**config.mk**
```make
export PLATFORM = sky130hd
export DESIGN_NAME = csps_device_end_flat
export DESIGN_NICKNAME = d
export VERILOG_FILES = /design/src/inc/csps_pkg.sv /design/src/inc/csps_link_if.sv /design/src/rtl/csps_return_stack.sv /design/src/rtl/csps_device_end.sv /design/src/flat_wrapper.sv
export VERILOG_INCLUDE_DIRS = /design/src /design/src/inc
export SDC_FILE = /design/constraint.sdc
export NUM_CORES = 1
export LEC_CHECK = 0
export BUFFER_PORTS_ARGS = -buffer_cell sky130_fd_sc_hd__buf_2
export CAP_MARGIN = 20
export CORE_UTILIZATION = 58
export CTS_CLUSTER_SIZE = 40
export DETAILED_ROUTE_END_ITERATION = 16
export PLACE_DENSITY = 0.82
export SLEW_MARGIN = 20
export SYNTH_ARGS = -nofsm -noshare
export SYNTH_HDL_FRONTEND = slang
export SYNTH_SLANG_ARGS = --single-unit
export TNS_END_PERCENT = 30
```
**constraint.sdc**
```tcl
create_clock -name clock -period 3.1 [get_ports clock]
set_clock_uncertainty 0.2 [all_clocks]
set_input_delay 0.465 -clock clock [delete_from_list [all_inputs] [get_ports clock]]
set_output_delay 0.465 -clock clock [all_outputs]
set_load 0.005 [all_outputs]
```
**src/inc/csps_cfg.svh**
```systemverilog
`ifndef CSPS_CFG_SVH
`define CSPS_CFG_SVH

// ----------------------------------------------------------------------
// Register offsets seen on the link.
// ----------------------------------------------------------------------
`define CSPS_ADDR_FLAGS    8'h0C
`define CSPS_ADDR_ENABLES  8'h8C
`define CSPS_ADDR_STATUS   8'h8E
`define CSPS_ADDR_TRIM     8'h90
`define CSPS_ADDR_LOW      8'h02
`define CSPS_ADDR_LATCH    8'h0A

// ----------------------------------------------------------------------
// Field positions.
// ----------------------------------------------------------------------
`define CSPS_EE_BIT        7
`define CSPS_AD_BIT        6
`define CSPS_CMP_BIT       3
`define CSPS_TMR_BIT       0
`define CSPS_POR_BIT       1
`define CSPS_BOD_BIT       0
`define CSPS_WB_WRITE_BIT  16
`define CSPS_WB_BOD_BIT    4

// ----------------------------------------------------------------------
// Reset values and fixed addresses.
// ----------------------------------------------------------------------
`define CSPS_TRIM_RESET    6'h20
`define CSPS_VECTOR_ADDR   13'h0004

// ----------------------------------------------------------------------
// Wishbone word offsets of the controller registers.
// ----------------------------------------------------------------------
`define CSPS_WB_CTRL       6'h00
`define CSPS_WB_ACCESS     6'h01
`define CSPS_WB_OP         6'h02
`define CSPS_WB_EVENT      6'h03
`define CSPS_WB_STATUS     6'h04

`endif

```
**src/inc/csps_pkg.sv**
```systemverilog
// ----------------------------------------------------------------------
// Shared types.
// ----------------------------------------------------------------------
package csps_pkg;

   // Program flow operation issued by the core for one cycle.
   typedef enum logic [2:0] {
      CSPS_OP_NONE,
      CSPS_OP_STEP,
      CSPS_OP_CALL,
      CSPS_OP_JUMP,
      CSPS_OP_RET,
      CSPS_OP_VECTOR
   } csps_op_t;

endpackage

```
**src/inc/csps_link_if.sv**
```systemverilog
`timescale 1ns/1ps

// ----------------------------------------------------------------------
// Link between the core side and the special-function block.
// ----------------------------------------------------------------------
interface csps_link_if;
   logic [7:0]           regAddr;           // Register offset.
   logic [7:0]           regWdata;          // Write data.
   logic                 regWr;             // Write strobe.
   logic                 regRd;             // Read strobe.
   logic [7:0]           regRdata;          // Read data, one cycle later.
   csps_pkg::csps_op_t   op;                // Program flow operation.
   logic [10:0]          operand;           // Call or jump target.
   logic                 eeDone;            // EEPROM write completed.
   logic                 convDone;          // Conversion finished.
   logic                 cmpChange;         // Comparator changed.
   logic                 tmrOvf;            // Timer one overflowed.
   logic                 brownout;          // Brown-out detected.
   logic                 globalIrqEnable;   // Global enable.
   logic                 peripheralIrqGate; // Peripheral gate.
   logic [12:0]          pc;                // Program counter.
   logic                 irqReq;            // Peripheral request.

   modport dev (
      input  regAddr, regWdata, regWr, regRd, op, operand,
      input  eeDone, convDone, cmpChange, tmrOvf, brownout,
      input  globalIrqEnable, peripheralIrqGate,
      output regRdata, pc, irqReq
   );

   modport core (
      output regAddr, regWdata, regWr, regRd, op, operand,
      output eeDone, convDone, cmpChange, tmrOvf, brownout,
      output globalIrqEnable, peripheralIrqGate,
      input  regRdata, pc, irqReq
   );
endinterface

```
**src/rtl/csps_return_stack.sv**
```systemverilog
`timescale 1ns/1ps

// ----------------------------------------------------------------------
// Circular return stack with a hidden pointer.
// ----------------------------------------------------------------------
module csps_return_stack #(
   parameter int DEPTH = 8,
   parameter int WIDTH = 13
) (
   input  wire logic             clock,    // Core clock.
   input  wire logic             rstn,     // Asynchronous reset, low.
   input  wire logic             push,     // Store pushData.
   input  wire logic             pop,      // Release the top entry.
   input  wire logic [WIDTH-1:0] pushData, // Value to store.
   output logic      [WIDTH-1:0] popData   // Current top entry.
);
   localparam int PW = $clog2(DEPTH);

   logic [WIDTH-1:0] entry [0:DEPTH-1];
   logic [PW-1:0]    pointer;
   wire  [PW-1:0]    topIndex = pointer - PW'(1);

   // The top entry is visible before the pop takes effect.
   assign popData = entry[topIndex];

   // The pointer simply wraps, so a ninth push lands on the first entry.
   always_ff @(posedge clock or negedge rstn) begin
      if (!rstn) begin
         pointer <= '0;
      end else if (push) begin
         pointer <= pointer + PW'(1);
      end else if (pop) begin
         pointer <= topIndex;
      end
   end

   // Entries hold no reset; only the pointer is control state.
   always_ff @(posedge clock) begin
      if (push) begin
         entry[pointer] <= pushData;
      end
   end
endmodule

```
**src/rtl/csps_device_end.sv**
```systemverilog
// Our own choice: the Wishbone interface to the registers.
`timescale 1ns/1ps
`include "csps_cfg.svh"

// ----------------------------------------------------------------------
// ----------------------------------------------------------------------
module csps_device_end (
   input  wire logic    clock,   // Core clock.
   input  wire logic    rstn,    // Asynchronous reset, low.
   csps_link_if.dev     link,    // Link to the core side.
   output logic [5:0]   oscTrim  // Trim value to the oscillator.
);
   localparam int NFLAG = 4;
   localparam int FLAG_POS [0:NFLAG-1] = '{
      `CSPS_EE_BIT, `CSPS_AD_BIT, `CSPS_CMP_BIT, `CSPS_TMR_BIT
   };

   // ----------------------------------------------------------------------
   // Register state.
   // ----------------------------------------------------------------------
   logic [NFLAG-1:0] flag;
   logic [NFLAG-1:0] enable;
   logic             porStatus;
   logic             brownoutStatus;
   logic [4:0]       counterHighLatch;
   logic [12:0]      pc;
   logic [7:0]       regRdata;
   logic             irqReq;

   logic [NFLAG-1:0] next_flag;
   logic [NFLAG-1:0] next_enable;
   logic             next_porStatus;
   logic             next_brownoutStatus;
   logic [4:0]       next_counterHighLatch;
   logic [5:0]       next_oscTrim;
   logic [12:0]      next_pc;
   logic             stackPush;
   logic             stackPop;
   logic [12:0]      stackTop;
   logic [7:0]       flagByte;
   logic [7:0]       enableByte;

   // ----------------------------------------------------------------------
   // Address decode.
   // ----------------------------------------------------------------------
   // Each write strobe is qualified by its own offset.
   wire flagWrite   = link.regWr && (link.regAddr == `CSPS_ADDR_FLAGS);
   wire enableWrite = link.regWr && (link.regAddr == `CSPS_ADDR_ENABLES);
   wire statusWrite = link.regWr && (link.regAddr == `CSPS_ADDR_STATUS);
   wire trimWrite   = link.regWr && (link.regAddr == `CSPS_ADDR_TRIM);
   wire lowWrite    = link.regWr && (link.regAddr == `CSPS_ADDR_LOW);
   wire latchWrite  = link.regWr && (link.regAddr == `CSPS_ADDR_LATCH);

   // Event inputs in flag order: write-done, conversion, comparator, timer.
   wire [NFLAG-1:0] events = {
      link.tmrOvf, link.cmpChange, link.convDone, link.eeDone
   };

   // ----------------------------------------------------------------------
   // Peripheral flags and enables.
   // ----------------------------------------------------------------------
   // An event in the same cycle as a clearing write keeps the flag set.
   for (genvar gi = 0; gi < NFLAG; gi++) begin : g_flag
      assign next_flag[gi] = events[gi] |
         (flagWrite ? link.regWdata[FLAG_POS[gi]] : flag[gi]);
      assign next_enable[gi] = enableWrite ?
         link.regWdata[FLAG_POS[gi]] : enable[gi];
   end

   // Only the four documented positions carry state on readback.
   always_comb begin
      flagByte   = 8'h00;
      enableByte = 8'h00;
      for (int i = 0; i < NFLAG; i++) begin
         flagByte[FLAG_POS[i]]   = flag[i];
         enableByte[FLAG_POS[i]] = enable[i];
      end
   end

   // Flags and enables are cleared at reset.
   always_ff @(posedge clock or negedge rstn) begin
      if (!rstn) begin
         flag   <= '0;
         enable <= '0;
      end else begin
         flag   <= next_flag;
         enable <= next_enable;
      end
   end

   // ----------------------------------------------------------------------
   // Reset cause and oscillator trim.
   // ----------------------------------------------------------------------
   // Software sets the status bits; a brown-out beats a software write.
   assign next_porStatus = statusWrite ?
      link.regWdata[`CSPS_POR_BIT] : porStatus;
   assign next_brownoutStatus = link.brownout ? 1'b0 :
      (statusWrite ? link.regWdata[`CSPS_BOD_BIT] : brownoutStatus);
   assign next_oscTrim = trimWrite ? link.regWdata[7:2] : oscTrim;

   // The reset input is the power-on reset of this block.
   always_ff @(posedge clock or negedge rstn) begin
      if (!rstn) begin
         porStatus      <= 1'b0;
         brownoutStatus <= 1'b0;
         oscTrim        <= `CSPS_TRIM_RESET;
      end else begin
         porStatus      <= next_porStatus;
         brownoutStatus <= next_brownoutStatus;
         oscTrim        <= next_oscTrim;
      end
   end

   // ----------------------------------------------------------------------
   // Program counter and its high latch.
   // ----------------------------------------------------------------------
   // The latch changes only on its own write, never on stack activity.
   assign next_counterHighLatch = latchWrite ?
      link.regWdata[4:0] : counterHighLatch;

   // Flow operations pick the next count; a low-byte write wins over a step.
   always_comb begin
      next_pc   = pc;
      stackPush = 1'b0;
      stackPop  = 1'b0;
      case (link.op)
         csps_pkg::CSPS_OP_STEP: begin
            next_pc = pc + 13'h0001;
         end
         csps_pkg::CSPS_OP_CALL: begin
            next_pc   = {counterHighLatch[4:3], link.operand};
            stackPush = 1'b1;
         end
         csps_pkg::CSPS_OP_JUMP: begin
            next_pc = {counterHighLatch[4:3], link.operand};
         end
         csps_pkg::CSPS_OP_RET: begin
            next_pc  = stackTop;
            stackPop = 1'b1;
         end
         csps_pkg::CSPS_OP_VECTOR: begin
            next_pc   = `CSPS_VECTOR_ADDR;
            stackPush = 1'b1;
         end
         default: begin
            next_pc = pc;
         end
      endcase
      if (lowWrite && (link.op == csps_pkg::CSPS_OP_NONE ||
                       link.op == csps_pkg::CSPS_OP_STEP)) begin
         next_pc = {counterHighLatch, link.regWdata};
      end
   end

   // Any reset clears the counter and the latch.
   always_ff @(posedge clock or negedge rstn) begin
      if (!rstn) begin
         pc               <= 13'h0000;
         counterHighLatch <= 5'h00;
      end else begin
         pc               <= next_pc;
         counterHighLatch <= next_counterHighLatch;
      end
   end

   // The stack has no status output at all.
   csps_return_stack #(
      .DEPTH (8),
      .WIDTH (13)
   ) u_stack (
      .clock    (clock),
      .rstn     (rstn),
      .push     (stackPush),
      .pop      (stackPop),
      .pushData (pc),
      .popData  (stackTop)
   );

   // ----------------------------------------------------------------------
   // Read path and interrupt request.
   // ----------------------------------------------------------------------
   // The upper counter bits have no read path; unmapped offsets read zero.
   wire [7:0] readByte =
      (link.regAddr == `CSPS_ADDR_FLAGS)   ? flagByte :
      (link.regAddr == `CSPS_ADDR_ENABLES) ? enableByte :
      (link.regAddr == `CSPS_ADDR_STATUS)  ?
         {6'h00, porStatus, brownoutStatus} :
      (link.regAddr == `CSPS_ADDR_TRIM)    ? {oscTrim, 2'b00} :
      (link.regAddr == `CSPS_ADDR_LOW)     ? pc[7:0] :
      (link.regAddr == `CSPS_ADDR_LATCH)   ? {3'h0, counterHighLatch} :
      8'h00;

   // Masked flags are ORed, then need both the gate and the global enable.
   wire irqRaw = |(flag & enable);
   wire next_irqReq = irqRaw && link.peripheralIrqGate &&
      link.globalIrqEnable;

   // Read data is captured on the read strobe and held afterwards.
   always_ff @(posedge clock or negedge rstn) begin
      if (!rstn) begin
         regRdata <= 8'h00;
         irqReq   <= 1'b0;
      end else begin
         regRdata <= link.regRd ? readByte : regRdata;
         irqReq   <= next_irqReq;
      end
   end

   assign link.regRdata = regRdata;
   assign link.pc       = pc;
   assign link.irqReq   = irqReq;
endmodule

```
**src/flat_wrapper.sv**
```systemverilog
// flat-port wrapper written by rule: the top's interface ports become plain ports
module csps_device_end_flat 
  (clock, rstn, oscTrim, link_regAddr, link_regWdata, link_regWr, link_regRd, link_op, link_operand, link_eeDone, link_convDone, link_cmpChange, link_tmrOvf, link_brownout, link_globalIrqEnable, link_peripheralIrqGate, link_regRdata, link_pc, link_irqReq);
  csps_link_if link_i ();
  input  wire logic clock;
  input  wire logic rstn;
  output logic [5:0] oscTrim;
  input wire logic [$bits(link_i.regAddr)-1:0] link_regAddr;
  input wire logic [$bits(link_i.regWdata)-1:0] link_regWdata;
  input wire logic [$bits(link_i.regWr)-1:0] link_regWr;
  input wire logic [$bits(link_i.regRd)-1:0] link_regRd;
  input wire logic [$bits(link_i.op)-1:0] link_op;
  input wire logic [$bits(link_i.operand)-1:0] link_operand;
  input wire logic [$bits(link_i.eeDone)-1:0] link_eeDone;
  input wire logic [$bits(link_i.convDone)-1:0] link_convDone;
  input wire logic [$bits(link_i.cmpChange)-1:0] link_cmpChange;
  input wire logic [$bits(link_i.tmrOvf)-1:0] link_tmrOvf;
  input wire logic [$bits(link_i.brownout)-1:0] link_brownout;
  input wire logic [$bits(link_i.globalIrqEnable)-1:0] link_globalIrqEnable;
  input wire logic [$bits(link_i.peripheralIrqGate)-1:0] link_peripheralIrqGate;
  output wire logic [$bits(link_i.regRdata)-1:0] link_regRdata;
  output wire logic [$bits(link_i.pc)-1:0] link_pc;
  output wire logic [$bits(link_i.irqReq)-1:0] link_irqReq;
  assign link_i.regAddr = link_regAddr;
  assign link_i.regWdata = link_regWdata;
  assign link_i.regWr = link_regWr;
  assign link_i.regRd = link_regRd;
  assign link_i.op = link_op;
  assign link_i.operand = link_operand;
  assign link_i.eeDone = link_eeDone;
  assign link_i.convDone = link_convDone;
  assign link_i.cmpChange = link_cmpChange;
  assign link_i.tmrOvf = link_tmrOvf;
  assign link_i.brownout = link_brownout;
  assign link_i.globalIrqEnable = link_globalIrqEnable;
  assign link_i.peripheralIrqGate = link_peripheralIrqGate;
  assign link_regRdata = link_i.regRdata;
  assign link_pc = link_i.pc;
  assign link_irqReq = link_i.irqReq;
  csps_device_end u_core (.clock(clock), .rstn(rstn), .link(link_i), .oscTrim(oscTrim));
endmodule
```
Word-level counts from Yosys, hierarchy flattened
Memories as Yosys holds them, arrays and structs flattened.
Cells that the tools add are included.
Word-level totals
  register bits: 46
  RAM bits: 104
  input port bits: 41
  output and inout port bits: 28
  word-level logic and storage cells: 67
  memories: 1
Operators by class
  $add $sub $neg: 3
  equality and inequality tests: 11
  mux-type cells: 20
  bitwise logic cells: 5
  reduce and logical (&&, ||, !) cells: 17
Memories
  u_core.u_stack.entry: words 8, bits a word 13, read ports 1, clocked after Yosys merged registers in 0, wr ports 1, line csps_return_stack.sv:19  | logic [WIDTH-1:0] entry [0:DEPTH-1];
Operators with widths (number)
  one-hot mux 13 bit (4 select lines): 1
  two-way mux 8 bit: 5
  equality test 8 bit, second input constant: 3
  equality test 8 x 4 -> 1 bit, second input constant: 2
  adder 13 x 1 -> 13 bit, second input constant: 1
  two-way mux 13 bit: 1
  two-way mux 1 bit: 10
  logical AND 1 bit: 9
  equality test 8 x 2 -> 1 bit, second input constant: 1
  equality test 3 x 2 -> 1 bit, second input constant: 2
  equality test 3 bit, second input constant: 2
  two-way mux 3 bit: 2
  two-way mux 5 bit: 1
  nonzero test 5 bit: 1
  AND 4 bit: 1
  OR 1 bit: 4
  nonzero test 2 bit: 2
  OR reduction 2 bit: 2
  OR reduction 4 bit: 1
  adder 3 x 1 -> 3 bit, second input constant: 1
  equality test 3 x 1 -> 1 bit, second input constant: 1
  logical NOT 3 bit: 1
  subtractor 3 x 1 -> 3 bit, second input constant: 1
  logical OR 1 bit: 1

Logic depth before layout (Yosys ltp)
Gate-level depths: netlist of run 1.
  depth in word-level cells: 7
  gate-level depth with buffers: 11
  gate-level depth less buffers: 7

Modules after synthesis
A second synthesis of run 1 with hierarchy kept.
Second synthesis, totals
  cell total of the unflattened synthesis: 560
  area total of the unflattened synthesis: 7178.1 um^2
Modules (own cells, without submodules)
  csps_return_stack: times used 1, cells each 267, area each 4377.9 um^2, sequential area each 3198.1 um^2
  csps_device_end: times used 1, cells each 293, area each 2800.2 um^2, sequential area each 1077.3 um^2

Worst setup path before layout of run 1
Ideal clock, no wire load.
  path type: input-to-reg
  start: in link_op[2]
  end: mem u_core.u_stack.entry[1][0], enable pin
  setup time: 0.400 ns
  arrival time: 2.128 ns
  required time: 2.500 ns
  slack: 0.372 ns
  stages on the path: 5
  buffers on the path: 1
  path through: clkbuf_1 -> nor2b_1 -> a22o_1 -> nand2_1 -> nor3_1
Between the ends
  word-level cells in the longest chain between the ends: 5
  elaborated cells on any way between the ends: 6
  classes of those cells: 2 x eq/ne; 3 x mux; 1 x reduce/logical
Ends and longest elaborated chain
  start, declared: line flat_wrapper.sv:12  | input wire logic [$bits(link_i.op)-1:0] link_op;
  equality test 3 x 2 -> 1 bit / equality test 3 bit (equally long branches): line csps_device_end.sv:126  | case (link.op)
  OR reduction 2 bit (no source line) (*)
  two-way mux 1 bit (*): line csps_device_end.sv:126
  two-way mux 1 bit (*): line csps_return_stack.sv:39  | if (push) begin
  two-way mux 1 bit (implied by the code) (*): line csps_return_stack.sv:40  | entry[pointer] <= pushData;
  end, declared: line csps_return_stack.sv:19
Mark *: on every way between the ends. The rest lies on a longest branch, timed or not.

Final worst setup path of run 1
  start: reg u_core.u_stack.pointer[1]
  end: reg u_core.pc[9], in the netlist u_core.link.pc[9]
Between the ends
  word-level cells in the longest chain between the ends: 4
Ends and longest elaborated chain
  start, declared: line csps_return_stack.sv:20  | logic [PW-1:0] pointer;
  start signal, assigned: line csps_return_stack.sv:31  | pointer <= pointer + PW'(1);
  start signal, assigned: line csps_return_stack.sv:33  | pointer <= topIndex;
  subtractor 3 x 1 -> 3 bit: line csps_return_stack.sv:21  | wire [PW-1:0] topIndex = pointer - PW'(1);
  memory (8 x 13 bit)
  one-hot mux 13 bit (4 select lines): line csps_device_end.sv:126
  two-way mux 13 bit: line csps_device_end.sv:149  | if (lowWrite && (link.op == csps_pkg::CSPS_OP_NONE ||
  end signal, assigned: line csps_device_end.sv:161  | pc <= next_pc;
  end, declared: line csps_device_end.sv:26  | logic [12:0] pc;
No other way between the ends.
A chain may end at the register's enable or synchronous reset.

==> impl_results.md, run 1 <==
- Kind of critical path: flip-flop to flip-flop
- Int Power: ~4.5 mW
- GRT overflow: 0
- Cts hold-fix bufs: 1
- Worst Hold Launch: link_convDone
- H-tree level count: 4
- Power per standard cell area: just over 800 nW/um^2
- Slew margin rel.: 0.320
- Mean routed wirelength per cell: about 23 um
- Io pins: approximately 70
- Most frequent cell after synthesis: edfxtp_1
- Share of the synthesized area in the top cell type: 0.462
- Die Y-Extent: between 100 and 150 um
- Buffers on Ports: about 70
- Seq/Total Area, Yosys: 0.632
- Area after DPL: 7320 um^2
- Router iterations before antenna repair: 5
- Final setup violation count: 0
- Post-route design area: 7930 um^2
- Worst hold path depth: 2
- Total track usage: 0.298
- Net count, final: approximately 600
- CP startpoint kind: flip-flop
- Post-DP HPWL: roughly 11000 um
- Pre-CTS setup slack: 0.493 ns
- CP dominant cell by count: nand3_1
- Syn Inst Count: 487
- Core Box Area: approximately 11000 um^2
- Worst reg2reg path depth: 8
- Die Wd: about 110 um
- Via count: 4714
- Number of global-route vias before repair: about 4600
- CTS tree: yes
- Setup crit start: u_core.u_stack.pointer[1]
- CP delay by family, top: flip-flops
- Pleak: around 3 nW
- Crit path largest cell delay: a little over 0.5 ns
- Worst EP required: 3.20 ns
- Worst slew pin tran: approximately 1.0 ns
- Syn Area/Cell: between 10 and 15 um^2
- Diode count: 0
- Clock Tree Root: clkbuf_16
- Reg2reg start: u_core.u_stack.pointer[1]
- Critical Path AT: 2.72 ns
- Rows: 39
- Ys async rst share: 0.307
- DRT Wirelength: approximately 17000 um
- Pin count of the biggest net entering global routing: 47
- Clock tree buffer depth: 2
- Layout cells sized above 1: 0.288
- Setup Fix Bufs, Post-CTS: 0
- Synthesis-to-layout area growth: 17.2%
- Part of the power in registers: 0.411
- Setup TNS: 0 ns
- Top cells by count, synth: edfxtp_1 (104), dfrtp_1 (45), nand2_1 (35), o21ai_0 (35), nand3_1 (29)
- CTS resizes: 0
- Yosys cell types: 54
- Buf/Inv on CP: 2
- Slew Viols, Final: 0
- Vias per inst: approximately 6.5
- Largest cells by area after synthesis: edfxtp_1 (46%), dfrtp_1 (17%), mux4_2 (8.7%)
- Initial Utilization: 0.595
- Hold WC Path Type: input pin to flip-flop
- Post-synth EDFFs: 104
- First-pass GRT wire length: around 25000 um
- Final Hold Vio Count: 0
- #FFs+latches synth: 150
- Worst skew pair latency: approximately 0.42 ns
- Status: finished, final reports clean
- Syn. warnings: 0
- Cell accounting for the most synthesized area: edfxtp_1
- Max Freq: between 0.3 and 0.4 GHz
- CP Max Fanout: 23
- Inserted Clock Buffers: 17
- Maximum vdd drop: roughly 1.1 mV
- Setup crit end kind: flip-flop
- Final Cycle Share: 0.845
- Setup ws final: 0.482 ns
- Main flop type after synthesis: edfxtp_1
- Unrepaired setup endpoints after global routing: false
- Starting DRC count in detailed routing: 597
- Max-cap violations: 0
- Net switching power: between 2 and 2.5 mW
- Drt drc: 0
- Critical Path Stages: 8
- Gp weighted congestion: roughly 0.90
- Logic pwr share: 0.275
- Worst-path clk slew: roughly 0.060 ns
- Initial antenna violation count: 0
- Slowest-stage cell, CP: dfrtp_1
- Worst-path cell chain: inv_1 -> ha_1 -> buf_12 -> mux4_2 -> nand3_1 -> nand3_1 -> a21oi_1 -> o21ai_0
- # clock sinks: 150
- Min Tclk post-route: ~2.6 ns
- Cell area after synthesis: between 6000 and 7000 um^2
- ANT nets after route: 0
- Net Count, Synth: 531
- Sw Ratio: 0.309
- Clk pwr share: 0.314
- Die footprint: between 10000 and 15000 um^2
## area by class of cell
cell class / instances / area, um^2
Clock buffer: 17 / 425
Clock inverter: 13 / 159
Fill cell: 727 / 3440
Inverter: 18 / 67.6
Multi-Input combinational cell: 295 / 2320
Sequential cell: 150 / 4280
Tap cell: 143 / 179
Timing Repair Buffer: 87 / 503
## flip-flops by register name (all words and copies together) (netlist names)
| name | count |
|---|---|
| u_core.u_stack.pointer | 3 |
| u_core.link.irqReq | 1 |
| u_core.oscTrim | 6 |
| u_core.porStatus | 1 |
| u_core.flag | 4 |
| u_core.link.regRdata | 8 |
| u_core.link.pc | 13 |
| u_core.enable | 4 |
| u_core.counterHighLatch | 5 |
| u_core.u_stack.entry | 104 |
| u_core.brownoutStatus | 1 |
## per-layer routing
metal  track usage  wire, um  part of all wire  up-vias
li1              -         -                 -     2025
met2         0.458      8070              0.49      268
met1         0.392      6450              0.39     2367
met5             0         0                 0        -
met3        0.0770      1440             0.087       54
met4         0.159       563             0.034        0
## per-stage QoR
step / hold WS [ns] / power, mW / util / instances
after floorplan: -0.0306 / 3.81 / - / 487
after global placement: 0.280 / 4.38 / 0.644 / 691
after detailed placement: 0.294 / 4.45 / 0.644 / 691
after CTS: 0.0229 / 6.51 / 0.696 / 722
after global routing: 0.0264 / 6.74 / 0.698 / 723
final: 0.0344 / 6.49 / 0.698 / 723
## power by group through the flow
stage	Combinational, mW	Sequential, mW	Clock [mW]
final	1.79	2.67	2.04
after global routing	1.92	2.69	2.12
after CTS	1.79	2.66	2.06
after detailed placement	1.76	2.70	0
after global placement	1.70	2.68	0
after floorplan	1.19	2.63	0
## path summary, 6_finish.rpt
check | end | slack (ns)
hold reg to reg | u_core.link.regRdata[4] | 0.31
setup / recovery | u_core.link.pc[9] | 0.48
max in group asynchronous | u_core.u_stack.pointer[0] | 1.86
min in group asynchronous | u_core.link.regRdata[4] | 0.40
hold / removal | u_core.flag[1] | 0.03
setup reg to reg | u_core.link.pc[9] | 0.48
## layout by cell type, fill, tap and decap left out, drive strengths merged, types with 5 or more instances in the layout
cell type / n
dfrtp: 45
nor2b: 9
mux4: 26
mux2: 18
buf: 85
o21ai: 37
edfxtp: 104
clkinv: 5
clkbuf: 17
inv: 19
and2: 5
nand3: 30
a21oi: 20
nand2: 35
xor2: 7
o22ai: 6
a22oi: 6
a31oi: 6
xnor2: 7
nor3: 7
nor2: 20
nand4: 6
## cell families after synthesis
| family | after synthesis | synth area share |
|---|---|---|
| AND/OR/NAND/NOR | 135 | 0.110 |
| AO/OA/AOI/OAI | 97 | 0.0886 |
| buffers and inverters | 42 | 0.0266 |
| flip-flops | 150 | 0.632 |
| XOR/XNOR | 14 | 0.0181 |
| multiplexers | 46 | 0.119 |
| adder cells (fa/ha/maj) | 3 | 0.00555 |
Note: power is estimated with default switching activity, not from simulation.
==> run 2, diff against run 1 <==
Settings changed: ABC_AREA set to 1, CORE_UTILIZATION 58 to 54, PLACE_DENSITY 0.82 to 0.8.
Clock period 3.1 ns to 2.3 ns, I/O delays scaled along.
==> run 2 against run 1 <==
Against the previous run: sequential share of layout area is 3.5 points lower; critical endpoint is now u_core.u_stack.entry[3][4]; critical path depth shrank 4; clock power is 25% higher; sequential cell count is the same; routed wire length grew 12%; highest routed layer unchanged.
==> impl_results.md, run 2 <==
- Status: finished, final reports clean
- Maximum vdd drop: around 0.56 mV
- Setup TNS: 0 ns
- Min Tclk post-route: roughly 2.1 ns
- Commonest non-fill, non-tap cell in the layout: nand2_1
- Syn Inst Count: 792
- Max-cap violations: 0
- Post-route design area: approximately 8500 um^2
- Post-DP HPWL: 12600 um
- # clock sinks: 150
- Commonest non-fill, non-tap cells in the layout: nand2_1 (272), edfxtp_1 (104), nand3_1 (73)
- R2R setup slack: 0.18 ns
- CP startpoint kind: flip-flop
- Router iterations before antenna repair: 5
- Diode count: 0
- Buf/Inv on CP: 2
- Rows: 41
- Share of the synthesized area in the top cell type: 0.433
- Worst Hold Launch: link_regWdata[0]
- Hold WC Path Type: input pin to flip-flop
- Post-synth EDFFs: 104
- Slowest-stage cell, CP: buf_4
- Initial Utilization: 0.562
- Fill cells: slightly above 1000
- H-tree level count: 4
- Max Freq: 0.471 GHz
- Area after DPL: around 7900 um^2
- Synthesis-to-layout area growth: 17.7%
- Top cells by count, synth: nand2_1 (272), edfxtp_1 (104), nand3_1 (73)
- Via count: roughly 6000
- Inserted Clock Buffers: 17
- Vias per inst: between 5 and 6
- CP Max Fanout: between 50 and 60
- Slew margin rel.: 0.582
- GRT overflow: 0
- First-pass GRT wire length: ~30000 um
- Die Wd: around 120 um
- Clock tree buffer depth: 2
- Final setup violation count: 0
- Worst hold path depth: 3
- Net count, final: 942
- Setup Fix Bufs, Post-CTS: 0
- Layout cells sized above 1: 0.184
- CP dominant cell by count: buf_4
- Worst-path clk slew: ~0.06 ns
- Crit path largest cell delay: 0.50 ns
- Yosys cell types: around 40
- Reg2reg start: u_core.u_stack.pointer[0]
- Most flop-heavy register: u_core.u_stack.entry
- Top flop regs: u_core.u_stack.entry x104, u_core.link.pc x13, u_core.link.regRdata x8
- Worst-path cell chain: buf_4 -> nand2_1 -> nor2_1 -> buf_4
- Setup crit end kind: flip-flop
- Worst reg2reg path depth: 4
- Main flop type after synthesis: edfxtp_1
- Die footprint: approximately 14000 um^2
- Seq/Total Area, Yosys: 0.593
- Total track usage: 0.286
- Cell accounting for the most synthesized area: edfxtp_1
- Overall Power: between 9 and 10 mW
- Kind of critical path: flip-flop to flip-flop
- CP delay by family, top: buffers and inverters
- Ys async rst share: 0.307
- Gp weighted congestion: about 0.94
- Buffers on Ports: 68
- Pin count of the biggest net entering global routing: 59
- Critical Path AT: between 2 and 2.5 ns
- Pleak: 3.84 nW
- Largest register FFs: between 100 and 150
- Worst slew pin tran: roughly 0.63 ns
- Drt drc: 0
- Syn. warnings: 0
- Power per standard cell area: between 1000 and 1500 nW/um^2
- Mean routed wirelength per cell: 17.0 um
- Worst skew pair latency: 0.43 ns
- Worst EP required: approximately 2.2 ns
- Final Hold Vio Count: 0
- Unrepaired setup endpoints after global routing: false
- Clock Tree Root: clkbuf_16
- Final Cycle Share: 0.923
- Cell area after synthesis: 7210 um^2
- Syn Area/Cell: 9.10 um^2
- Slew Viols, Final: 0
- Starting DRC count in detailed routing: between 600 and 700
- Net Count, Synth: roughly 840
- Io pins: 69
- Die Y-Extent: around 120 um
- ANT nets after route: 0
- Most frequent cell after synthesis: nand2_1
- Final core occ: 0.662
- Initial antenna violation count: 0
- Core Box Area: between 10000 and 15000 um^2
- Hold slack: around 0.012 ns
- CTS tree: yes
- Largest cells by area after synthesis: edfxtp_1 (43%), dfrtp_1 (16%), nand2_1 (14%)
- Worst R2R End: u_core.u_stack.entry[3][4]
- Number of global-route vias before repair: about 5700
- Hold Crit Endpoint: u_core.brownoutStatus
- #FFs+latches synth: 150
- DRT Wirelength: approximately 18000 um
run 2: cell types whose count changed in the layout (fill, tap and decap cells not counted), sizes merged, moves of 15 or more:
cell | previous run | this run
o21ai | 37 | 57
buf | 85 | 100
nor2 | 20 | 78
mux4 | 26 | 0
inv | 19 | 83
nand3 | 30 | 76
nand2 | 35 | 276
mux2 | 18 | 0
run 2: worst max-delay path by stage:
stage / from / endpoint / cells after the start
5_1_grt: u_core.u_stack.pointer[1] / u_core.link.pc[7] / 11
3_5_place_dp: link_op[0] / u_core.u_stack.entry[3][4] / 8
4_1_cts: u_core.u_stack.pointer[0] / u_core.u_stack.entry[3][9] / 4
3_3_place_gp: link_op[0] / u_core.u_stack.entry[3][4] / 8
2_1_floorplan: link_op[1] / u_core.u_stack.entry[0][0] / 6
6_report: u_core.u_stack.pointer[0] / u_core.u_stack.entry[3][4] / 4
run 2: layer usage:
metal / up-vias / part of all wire / GRT usage
met3: 38 / 0.10 / 0.0722
met5: - / 0 / 0
met1: 2658 / 0.41 / 0.384
li1: 2810 / - / -
met4: 0 / 0.024 / 0.111
met2: 329 / 0.47 / 0.449
run 2: cells by family (layout without fill, tap and decap cells):
| family | count (synthesis) | in the layout | synth area share |
|---|---|---|---|
| AOI/OAI and AO/OA | 84 | 84 | 0.0704 |
| xor gates and xnor gates | 7 | 7 | 0.00850 |
| adders and majority gates | 3 | 3 | 0.00521 |
| buffers and inverters | 106 | 225 | 0.0640 |
| DFF | 150 | 150 | 0.593 |
| and+or+nand+nor | 442 | 442 | 0.259 |
run 2: cell type report:
type | count | area [um^2] | share of cell area
clock buffer | 21 | 450 | 0.0531
clock inverter | 11 | 83.8 | 0.00988
inverter | 84 | 318 | 0.0374
multi-input combinational | 536 | 2470 | 0.291
sequential | 150 | 4280 | 0.504
tap | 172 | 215 | 0.0254
timing repair buffer | 109 | 671 | 0.0790
run 2: what timing repair did:
| action | 4_1_cts | 5_1_grt |
|---|---|---|
| hold buffers | 9 | 0 |
| gates resized for setup | 0 | 0 |
| endpoints found under the hold margin | 52 | 0 |
run 2: worst reg2reg max path, stage by stage, from the launching register on:
cell and delay [ns]:
dfrtp_2 0.36, buf_4 0.50, nand2_1 0.24, nor2_1 0.24, buf_4 0.27
run 2: power breakdown:
group,leakage [nW],switching [mW],internal (mW)
Clock,0.255,1.05,1.49
Combinational,2.05,1.96,0.967
Sequential,1.54,0.264,3.34
run 2: stage by stage:
step / worst slack [ns] / cells
after global routing: 0.0598 / 1083
final: 0.177 / 1083
after detailed placement: 0.130 / 1042
after global placement: 0.146 / 1042
after floorplan: 0.217 / 792
after CTS: 0.145 / 1083
